File: src/stp_pkg.sv
package stp_pkg;

  // ----------------------------------------------------------------
  // register sizes
  // ----------------------------------------------------------------
  localparam int STP_IR_W = 3;          // instruction register width
  localparam int STP_ID_W = 32;         // identification register width
  localparam int STP_BSR_W = 109;       // boundary chain length
  localparam int STP_OE_CELL = 108;     // output-control cell position
  localparam int STP_RESET_EDGES = 5;   // tms-high edges that reach reset

  // ----------------------------------------------------------------
  // instruction codes
  // ----------------------------------------------------------------
  localparam logic [2:0] STP_INS_EXTEST = 3'h0;   // external test
  localparam logic [2:0] STP_INS_IDCODE = 3'h1;   // identification
  localparam logic [2:0] STP_INS_SAMPZ = 3'h2;    // sample, outputs off
  localparam logic [2:0] STP_INS_SAMPLE = 3'h4;   // sample / preload
  localparam logic [2:0] STP_INS_BYPASS = 3'h7;   // bypass
  localparam logic [2:0] STP_IR_CAPTURE = 3'h1;   // capture-ir pattern, low bits 01

  // ----------------------------------------------------------------
  // identification word fields
  // ----------------------------------------------------------------
  localparam int STP_REV_LSB = 29;      // revision field 31:29
  localparam int STP_PART_LSB = 12;     // part-type field 28:12
  localparam int STP_MFR_LSB = 1;       // manufacturer field 11:1
  localparam logic STP_ID_PRESENT = 1'b1;  // bit 0 always one

  // ----------------------------------------------------------------
  // controller states
  // ----------------------------------------------------------------
  typedef enum logic [3:0] {
    ST_RESET, ST_IDLE, ST_SEL_DR, ST_CAP_DR, ST_SHIFT_DR, ST_EXIT1_DR,
    ST_PAUSE_DR, ST_EXIT2_DR, ST_UPD_DR, ST_SEL_IR, ST_CAP_IR,
    ST_SHIFT_IR, ST_EXIT1_IR, ST_PAUSE_IR, ST_EXIT2_IR, ST_UPD_IR
  } stp_state_t;

endpackage : stp_pkg

File: src/stp_sync.sv
`timescale 1ns/1ps
`default_nettype none

// two-flop synchroniser for pin inputs
module stp_sync #(
  parameter int WIDTH = 1
) (
  // clock and reset
  input wire logic clk_sys,
  input wire logic rst_n,
  // data
  input wire logic [WIDTH-1:0] d,
  output logic [WIDTH-1:0] q
);

  logic [WIDTH-1:0] meta_reg;  // first stage, read only by second

  // ----------------------------------------------------------------
  // two stages
  // ----------------------------------------------------------------
  always_ff @(posedge clk_sys or negedge rst_n) begin
    if (!rst_n) begin
      meta_reg <= '0;
      q <= '0;
    end else begin
      meta_reg <= d;
      q <= meta_reg;
    end
  end

endmodule : stp_sync

`default_nettype wire

File: src/stp_tap.sv
`timescale 1ns/1ps
`default_nettype none

// Operation
// state advances on tck rise per tms
// 3-bit instruction; 000 external test captures ring
// 001 selects fixed 32-bit identification word
// 010 samples pins, outputs forced off
// 100 samples into 109-cell chain
// 111 selects single-bit bypass
// controller never loads 011, 101, 110
// id revision 31:29, part 28:12 fixed
// id bits 11:1 fixed manufacturer code
// id bit 0 always one
// five tms-high edges reset, load identification
// tdi sampled on rise, tdo on fall
// capture-ir loads low bits 01
// cell 108 gates outputs under external test
// full sixteen-state controller
module stp_tap #(
  parameter logic [2:0] REV_CODE = 3'h5,        // arbitrary value
  parameter logic [16:0] PART_CODE = 17'h0abcd, // arbitrary value
  parameter logic [10:0] MFR_CODE = 11'h2aa     // arbitrary value
) (
  // clock and reset
  input wire logic clk_sys,
  input wire logic rst_n,
  // test pins
  input wire logic tck,
  input wire logic tms,
  input wire logic tdi,
  output logic tdo,
  output logic tdo_oe,
  // memory ring
  input wire logic [stp_pkg::STP_BSR_W-1:0] ring_in,
  output logic [stp_pkg::STP_BSR_W-1:0] ring_out,
  output logic extest_active,
  output logic q_out_en
);

  // ----------------------------------------------------------------
  // pin synchronisation and tck edges
  // ----------------------------------------------------------------
  logic [2:0] pins_s;      // synchronised tck, tms, tdi
  logic tck_s;             // synced tck
  logic tms_s;             // synced tms
  logic tdi_s;             // synced tdi
  logic tck_d_reg;         // previous synced tck
  wire tck_rise;           // rising tck seen
  wire tck_fall;           // falling tck seen

  stp_sync #(.WIDTH(3)) u_sync (
    .clk_sys(clk_sys),
    .rst_n(rst_n),
    .d({tck, tms, tdi}),
    .q(pins_s)
  );

  assign tck_s = pins_s[2];
  assign tms_s = pins_s[1];
  assign tdi_s = pins_s[0];
  assign tck_rise = tck_s & ~tck_d_reg;
  assign tck_fall = ~tck_s & tck_d_reg;

  // edge detect history
  always_ff @(posedge clk_sys or negedge rst_n) begin
    if (!rst_n) begin
      tck_d_reg <= 1'b0;
    end else begin
      tck_d_reg <= tck_s;
    end
  end

  // ----------------------------------------------------------------
  // controller state machine
  // ----------------------------------------------------------------
  stp_pkg::stp_state_t state_reg;
  stp_pkg::stp_state_t state_next;

  // next state from tms
  always_comb begin
    case (state_reg)
      stp_pkg::ST_RESET: state_next = tms_s ? stp_pkg::ST_RESET : stp_pkg::ST_IDLE;
      stp_pkg::ST_IDLE: state_next = tms_s ? stp_pkg::ST_SEL_DR : stp_pkg::ST_IDLE;
      stp_pkg::ST_SEL_DR: state_next = tms_s ? stp_pkg::ST_SEL_IR : stp_pkg::ST_CAP_DR;
      stp_pkg::ST_CAP_DR: state_next = tms_s ? stp_pkg::ST_EXIT1_DR : stp_pkg::ST_SHIFT_DR;
      stp_pkg::ST_SHIFT_DR: state_next = tms_s ? stp_pkg::ST_EXIT1_DR : stp_pkg::ST_SHIFT_DR;
      stp_pkg::ST_EXIT1_DR: state_next = tms_s ? stp_pkg::ST_UPD_DR : stp_pkg::ST_PAUSE_DR;
      stp_pkg::ST_PAUSE_DR: state_next = tms_s ? stp_pkg::ST_EXIT2_DR : stp_pkg::ST_PAUSE_DR;
      stp_pkg::ST_EXIT2_DR: state_next = tms_s ? stp_pkg::ST_UPD_DR : stp_pkg::ST_SHIFT_DR;
      stp_pkg::ST_UPD_DR: state_next = tms_s ? stp_pkg::ST_SEL_DR : stp_pkg::ST_IDLE;
      stp_pkg::ST_SEL_IR: state_next = tms_s ? stp_pkg::ST_RESET : stp_pkg::ST_CAP_IR;
      stp_pkg::ST_CAP_IR: state_next = tms_s ? stp_pkg::ST_EXIT1_IR : stp_pkg::ST_SHIFT_IR;
      stp_pkg::ST_SHIFT_IR: state_next = tms_s ? stp_pkg::ST_EXIT1_IR : stp_pkg::ST_SHIFT_IR;
      stp_pkg::ST_EXIT1_IR: state_next = tms_s ? stp_pkg::ST_UPD_IR : stp_pkg::ST_PAUSE_IR;
      stp_pkg::ST_PAUSE_IR: state_next = tms_s ? stp_pkg::ST_EXIT2_IR : stp_pkg::ST_PAUSE_IR;
      stp_pkg::ST_EXIT2_IR: state_next = tms_s ? stp_pkg::ST_UPD_IR : stp_pkg::ST_SHIFT_IR;
      stp_pkg::ST_UPD_IR: state_next = tms_s ? stp_pkg::ST_SEL_DR : stp_pkg::ST_IDLE;
      default: state_next = stp_pkg::ST_RESET;
    endcase
  end

  // advance only on tck rise
  always_ff @(posedge clk_sys or negedge rst_n) begin
    if (!rst_n) begin
      state_reg <= stp_pkg::ST_RESET;
    end else if (tck_rise) begin
      state_reg <= state_next;
    end
  end

  // ----------------------------------------------------------------
  // decode
  // ----------------------------------------------------------------
  logic [2:0] ir_reg;      // active instruction
  logic [2:0] ir_sh_reg;   // instruction shift stage
  logic [stp_pkg::STP_ID_W-1:0] dr_id_reg;    // id shift stage
  logic [stp_pkg::STP_BSR_W-1:0] bsr_reg;     // boundary shift stage
  logic bypass_reg;        // bypass cell
  logic oe_cell_reg;       // latched output-control cell
  // entering or staying in reset at this tck rise, so the instruction is ready on arrival
  wire to_reset = (state_next == stp_pkg::ST_RESET);
  wire cap_dr = (state_reg == stp_pkg::ST_CAP_DR);
  wire sh_dr = (state_reg == stp_pkg::ST_SHIFT_DR);
  wire upd_dr = (state_reg == stp_pkg::ST_UPD_DR);
  wire cap_ir = (state_reg == stp_pkg::ST_CAP_IR);
  wire sh_ir = (state_reg == stp_pkg::ST_SHIFT_IR);
  wire upd_ir = (state_reg == stp_pkg::ST_UPD_IR);
  // chain serves external test and both sample codes
  wire sel_bsr = (ir_reg == stp_pkg::STP_INS_EXTEST) | (ir_reg == stp_pkg::STP_INS_SAMPZ)
                 | (ir_reg == stp_pkg::STP_INS_SAMPLE);
  wire sel_id = (ir_reg == stp_pkg::STP_INS_IDCODE);
  // fixed identification word
  wire [stp_pkg::STP_ID_W-1:0] id_word = {REV_CODE, PART_CODE, MFR_CODE,
                                         stp_pkg::STP_ID_PRESENT};
  // undefined codes (never loaded) fall to bypass
  wire dr_out = sel_bsr ? bsr_reg[0] : (sel_id ? dr_id_reg[0] : bypass_reg);
  wire ser_out = sh_ir ? ir_sh_reg[0] : dr_out;

  // ----------------------------------------------------------------
  // instruction path
  // ----------------------------------------------------------------
  always_ff @(posedge clk_sys or negedge rst_n) begin
    if (!rst_n) begin
      ir_reg <= stp_pkg::STP_INS_IDCODE;
      ir_sh_reg <= stp_pkg::STP_IR_CAPTURE;
    end else if (tck_rise) begin
      if (to_reset) begin
        ir_reg <= stp_pkg::STP_INS_IDCODE;
      end else if (cap_ir) begin
        ir_sh_reg <= stp_pkg::STP_IR_CAPTURE;
      end else if (sh_ir) begin
        ir_sh_reg <= {tdi_s, ir_sh_reg[2:1]};
      end else if (upd_ir) begin
        ir_reg <= ir_sh_reg;
      end
    end
  end

  // ----------------------------------------------------------------
  // data paths: capture, shift, update
  // ----------------------------------------------------------------
  always_ff @(posedge clk_sys or negedge rst_n) begin
    if (!rst_n) begin
      dr_id_reg <= '0;
      bsr_reg <= '0;
      bypass_reg <= 1'b0;
      oe_cell_reg <= 1'b0;
    end else if (tck_rise) begin
      if (to_reset) begin
        oe_cell_reg <= 1'b0;
      end else if (cap_dr) begin
        dr_id_reg <= id_word;
        bsr_reg <= ring_in;
        bypass_reg <= 1'b0;
      end else if (sh_dr) begin
        if (sel_bsr) begin
          bsr_reg <= {tdi_s, bsr_reg[stp_pkg::STP_BSR_W-1:1]};
        end else if (sel_id) begin
          dr_id_reg <= {tdi_s, dr_id_reg[stp_pkg::STP_ID_W-1:1]};
        end else begin
          bypass_reg <= tdi_s;
        end
      end else if (upd_dr && sel_bsr) begin
        oe_cell_reg <= bsr_reg[stp_pkg::STP_OE_CELL];
      end
    end
  end

  // preload update register for the ring drivers; its cell 108 mirrors the latch
  always_ff @(posedge clk_sys or negedge rst_n) begin
    if (!rst_n) begin
      ring_out <= '0;
    end else if (tck_rise && upd_dr && sel_bsr) begin
      ring_out <= bsr_reg;
    end else if (tck_rise && to_reset) begin
      ring_out[stp_pkg::STP_OE_CELL] <= 1'b0;
    end
  end

  // ----------------------------------------------------------------
  // serial output on tck fall, and memory output control
  // ----------------------------------------------------------------
  always_ff @(posedge clk_sys or negedge rst_n) begin
    if (!rst_n) begin
      tdo <= 1'b0;
      tdo_oe <= 1'b0;
      extest_active <= 1'b0;
      q_out_en <= 1'b1;
    end else begin
      if (tck_fall) begin
        tdo <= ser_out;
        tdo_oe <= sh_ir | sh_dr;
      end
      extest_active <= (ir_reg == stp_pkg::STP_INS_EXTEST);
      if (ir_reg == stp_pkg::STP_INS_SAMPZ) begin
        q_out_en <= 1'b0;
      end else if (ir_reg == stp_pkg::STP_INS_EXTEST) begin
        q_out_en <= oe_cell_reg;
      end else begin
        q_out_en <= 1'b1;
      end
    end
  end

  // ----------------------------------------------------------------
  // checks
  // ----------------------------------------------------------------
  logic [2:0] tms_hi_cnt;  // consecutive tms-high tck rises
  always_ff @(posedge clk_sys or negedge rst_n) begin
    if (!rst_n) begin
      tms_hi_cnt <= 3'h0;
    end else if (tck_rise) begin
      tms_hi_cnt <= !tms_s ? 3'h0 : (tms_hi_cnt == 3'h5 ? 3'h5 : tms_hi_cnt + 3'h1);
    end
  end

  tms_reset_a: assert property (@(posedge clk_sys) disable iff (!rst_n)
    tms_hi_cnt == 3'h5 |-> state_reg == stp_pkg::ST_RESET && ir_reg == stp_pkg::STP_INS_IDCODE)
    else $error("five tms-high edges did not reset");
  state_hold_a: assert property (@(posedge clk_sys) disable iff (!rst_n)
    !tck_rise |=> $stable(state_reg)) else $error("state moved without tck rise");
  ir_capture_a: assert property (@(posedge clk_sys) disable iff (!rst_n)
    tck_rise && cap_ir |=> ir_sh_reg[1:0] == 2'b01) else $error("capture-ir pattern wrong");
  id_load_a: assert property (@(posedge clk_sys) disable iff (!rst_n)
    tck_rise && cap_dr |=> dr_id_reg == id_word) else $error("id word not captured");
  id_bit0_a: assert property (@(posedge clk_sys) disable iff (!rst_n)
    tck_rise && cap_dr |=> dr_id_reg[0] == 1'b1) else $error("id presence bit low");
  sampz_off_a: assert property (@(posedge clk_sys) disable iff (!rst_n)
    ir_reg == stp_pkg::STP_INS_SAMPZ ##1 ir_reg == stp_pkg::STP_INS_SAMPZ |-> !q_out_en)
    else $error("outputs not forced off");
  bypass_cap_a: assert property (@(posedge clk_sys) disable iff (!rst_n)
    tck_rise && cap_dr |=> !bypass_reg) else $error("bypass not cleared on capture");
  tdo_fall_a: assert property (@(posedge clk_sys) disable iff (!rst_n)
    !tck_fall |=> $stable(tdo)) else $error("tdo changed away from tck fall");
  bsr_cap_a: assert property (@(posedge clk_sys) disable iff (!rst_n)
    tck_rise && cap_dr |=> bsr_reg == $past(ring_in)) else $error("chain not captured");

endmodule : stp_tap

`default_nettype wire

File: config.mk
export PLATFORM = sky130hd
export DESIGN_NAME = stp_tap
export DESIGN_NICKNAME = d
export VERILOG_FILES = /design/src/stp_pkg.sv /design/src/stp_sync.sv /design/src/stp_tap.sv
export SDC_FILE = /design/constraint.sdc
export NUM_CORES = 1
export LEC_CHECK = 0
export BUFFER_PORTS_ARGS = -buffer_cell sky130_fd_sc_hd__buf_4
export CAP_MARGIN = 20
export CORE_MARGIN = 2
export CORE_UTILIZATION = 30
export DETAILED_ROUTE_END_ITERATION = 6
export PLACE_DENSITY = 0.54
export SYNTH_ARGS = -nofsm -noshare
export SYNTH_HDL_FRONTEND = slang
export SYNTH_SLANG_ARGS = --single-unit
File: constraint.sdc
create_clock -name clk_sys -period 4.95 [get_ports clk_sys]
set_clock_uncertainty 0.1 [all_clocks]
set_input_delay 0.495 -clock clk_sys [delete_from_list [all_inputs] [get_ports clk_sys]]
set_output_delay 0.495 -clock clk_sys [all_outputs]
set_load 0.01 [all_outputs]
==> results.yml <==
synth:
  synth_area_sq_um: 11910
  synth_cell_types: 44
  synth_flop_cell: "dfrtp_1"
  synth_top_family_by_area: "multiplexers"
  synth_compound_area_frac: 0.02017
  synth-xor-area-share: 0.001471
  syn-num-nets: 962
  ys_seq_elements: 273
  yosys.area_share.simple: 0.03299
  syn_inst: 848
  synth-edff-count: 0
  synth_seq_area_share: 0.5740
  ys.warnings.count: 0
  synthArstFlopShare: 1.000
  synth-adder-area-share: 0.0008405
  syn_avg_cell_area_sq_um: 14.04
  yosys-mux-area-fraction: 0.3347
setup_path:
  worstPathArrival_ns: 3.16
  cp.required_ns: 5.25
  worstSetupPathType: "reg -> reg"
  cp-start-kind: "flip-flop"
  crit_chain: "nor2_1, o21ai_4, buf_12, mux2_2"
  cp_slowest_cell: "dfrtp_1"
  max_stage_delay_ns: 0.77
  crit_path_max_fanout: 64
  worst_setup_path_end_kind: "flip-flop"
detailed_routing:
  vias_per_cell: 4.517
  drc: 0
  totalWireLength_um: 27480
  drt-initial-drc-count: 238
  drt.antenna.violating_nets: 0
  num_vias: 7286
  wire_per_inst_um: 17.04
  drtPass1Iterations: 4
cts:
  cts_made_buffers: 34
  cts_tree: "built"
  postCtsSetupBuffers: 0
  clk_pin_slew_ns: 0.05
  cts_hold_buf: 4
  cts_root_buf: "clkbuf_16"
  post_cts_resized: 0
  htreeDepth: 2
  clk_latency_ns: 0.53
  cts.sinks: 273
  cts_buffer_depth: 3
floorplanning:
  die-area_sq_um: 41310
  rows: 72
  boundaryPins: 227
  die_x_um: 203.2
  initial_core_util: 0.3060
  core_area_sq_um: 38920
  die_h_um: 203.2
finish:
  register_area_sq_um: 6835
  final_nets: 1188
  drive_above_1_share: 0.5521
  nFillCells: 3794
  synthToLayoutAreaGrowth_pct: 27.79
  multiInputGateArea_sq_um: 4663
  final_cell_mix: "314 x mux2_2, 270 x dfrtp_1, 231 x buf_4, 42 x inv_1, 36 x mux2i_1"
  final_common_cell: "mux2_2"
grt:
  grt.total_usage: 0.1346
  grt_pass1_wl_um: 43700
  antenna_found_initial: 1
  first_global_vias: 7649
  gr-total-overflow: 0
  grt_start_max_net_pins: 102
timing:
  finalHoldViolations: 0
  setup_viol_count_final: 0
  fmax_mhz: 350.2
  relSlewSlack: 0.4382
  slew_violations: 0
  period_needed_ns: 2.855
  fin_crit_sh: 0.5768
  rsz0062_at_grt: "no"
  fin_tns_setup_ns: 0
  tightest_slew_ns: 0.8396
  hold_ws_ns: 0.1666
outcome:
  status: "finished clean"
placement:
  io_buffers: 226
  place.gp.congestion: 0.7382
  dp_hpwl_um: 17180
pwr:
  leakage_nw: 7.929
  peakVddDrop_mv: 0.2097
  power_density_nw_per_um2: 413.3
min_path:
  min_path_type: "in -> reg"
run:
  cap_violations: 0
## cell families after synthesis
family / Yosys count
AOI/OAI and AO/OA: 36
buffers and inverters: 92
and+or+nand+nor: 86
DFF: 273
adders and majority gates: 1
muxes: 358
xor gates and xnor gates: 2
## routing by layer
metal | GRT usage | vias to the layer above | wire length (um)
li1 | - | 3430 | -
met1 | 0.1731 | 3645 | 12090
met2 | 0.2081 | 169 | 12580
met3 | 0.05337 | 42 | 2206
met4 | 0.04093 | 0 | 606
met5 | 0 | - | 0
## cell type report
class	count	share of cell area
tap	518	0.04259
clock buffer	53	0.06725
clock inverter	3	0.001233
inverter	42	0.01036
sequential	273	0.4492
multi-input combinational	483	0.3064
antenna	1	0.0001644
timing repair buffer	240	0.1228
## final timing paths
check | from | to | slack (ns) | cells past startpoint
min in group asynchronous | rst_n | ring_out[64]$_DFFE_PN0P_ | 0.46 | 2
setup / recovery | state_reg[2]$_DFFE_PN0P_ | bsr_reg[96]$_DFFE_PN0P_ | 2.09 | 4
setup reg to reg | state_reg[2]$_DFFE_PN0P_ | bsr_reg[96]$_DFFE_PN0P_ | 2.09 | 4
max in group asynchronous | rst_n | bsr_reg[39]$_DFFE_PN0P_ | 3.16 | 3
hold / removal | ring_in[108] | bsr_reg[108]$_DFFE_PN0P_ | 0.17 | 3
hold reg to reg | u_sync.meta_reg[1]$_DFF_PN0_ | u_sync.q[1]$_DFF_PN0_ | 0.25 | 0
## through the flow
stage / area [sq um] / utilization / cells / setup slack (ns) / power [W]
2_1_floorplan: 11910 / - / 848 / 3.025 / 0.003627
3_3_place_gp: 14130 / 0.3632 / 1552 / 2.127 / 0.003986
3_5_place_dp: 14130 / 0.3632 / 1552 / 2.055 / 0.004016
4_1_cts: 15220 / 0.3910 / 1612 / 2.062 / 0.006433
5_1_grt: 15220 / 0.3910 / 1612 / 1.898 / 0.006671
6_report: 15220 / 0.3910 / 1613 / 2.095 / 0.006290
## power breakdown
| group | switching, W | total [W] | leakage, nW | internal [W] |
|---|---|---|---|---|
| clock | 0.000930 | 0.00234 | 0.513 | 0.00141 |
| sequential | 0.000222 | 0.00274 | 3.74 | 0.00252 |
| combinational | 0.000551 | 0.00121 | 3.67 | 0.000658 |
## synthesized netlist by cell type (2+ instances only)
cell type / number / area (sq um)
mux2_2: 314 / 3536
dfrtp_1: 270 / 6756
inv_1: 42 / 157.7
mux2i_1: 36 / 360.4
buf_2: 35 / 175.2
nand2_1: 29 / 108.9
nor2_1: 27 / 101.4
o21ai_0: 10 / 50.05
nand3_1: 9 / 45.04
a21oi_1: 8 / 40.04
mux2_1: 8 / 90.09
buf_4: 6 / 45.04
clkbuf_1: 6 / 22.52
nor2b_1: 4 / 25.02
nor3_1: 4 / 20.02
dfstp_2: 3 / 78.83
and3_1: 2 / 12.51
buf_6: 2 / 22.52
nand2b_1: 2 / 12.51
nand4_1: 2 / 12.51
o211ai_1: 2 / 15.01
o31ai_1: 2 / 15.01
o41ai_1: 2 / 17.52
or3_1: 2 / 12.51
xor2_1: 2 / 17.52
## worst max-delay path, delay by kind of cell (launching register included)
kind	cells	cell delay, ns
DFF	1	0.77
AOI/OAI and AO/OA	1	0.73
muxes	1	0.39
and+or+nand+nor	1	0.25
buffers and inverters	1	0.43
Power figures use the tool's default switching activity.
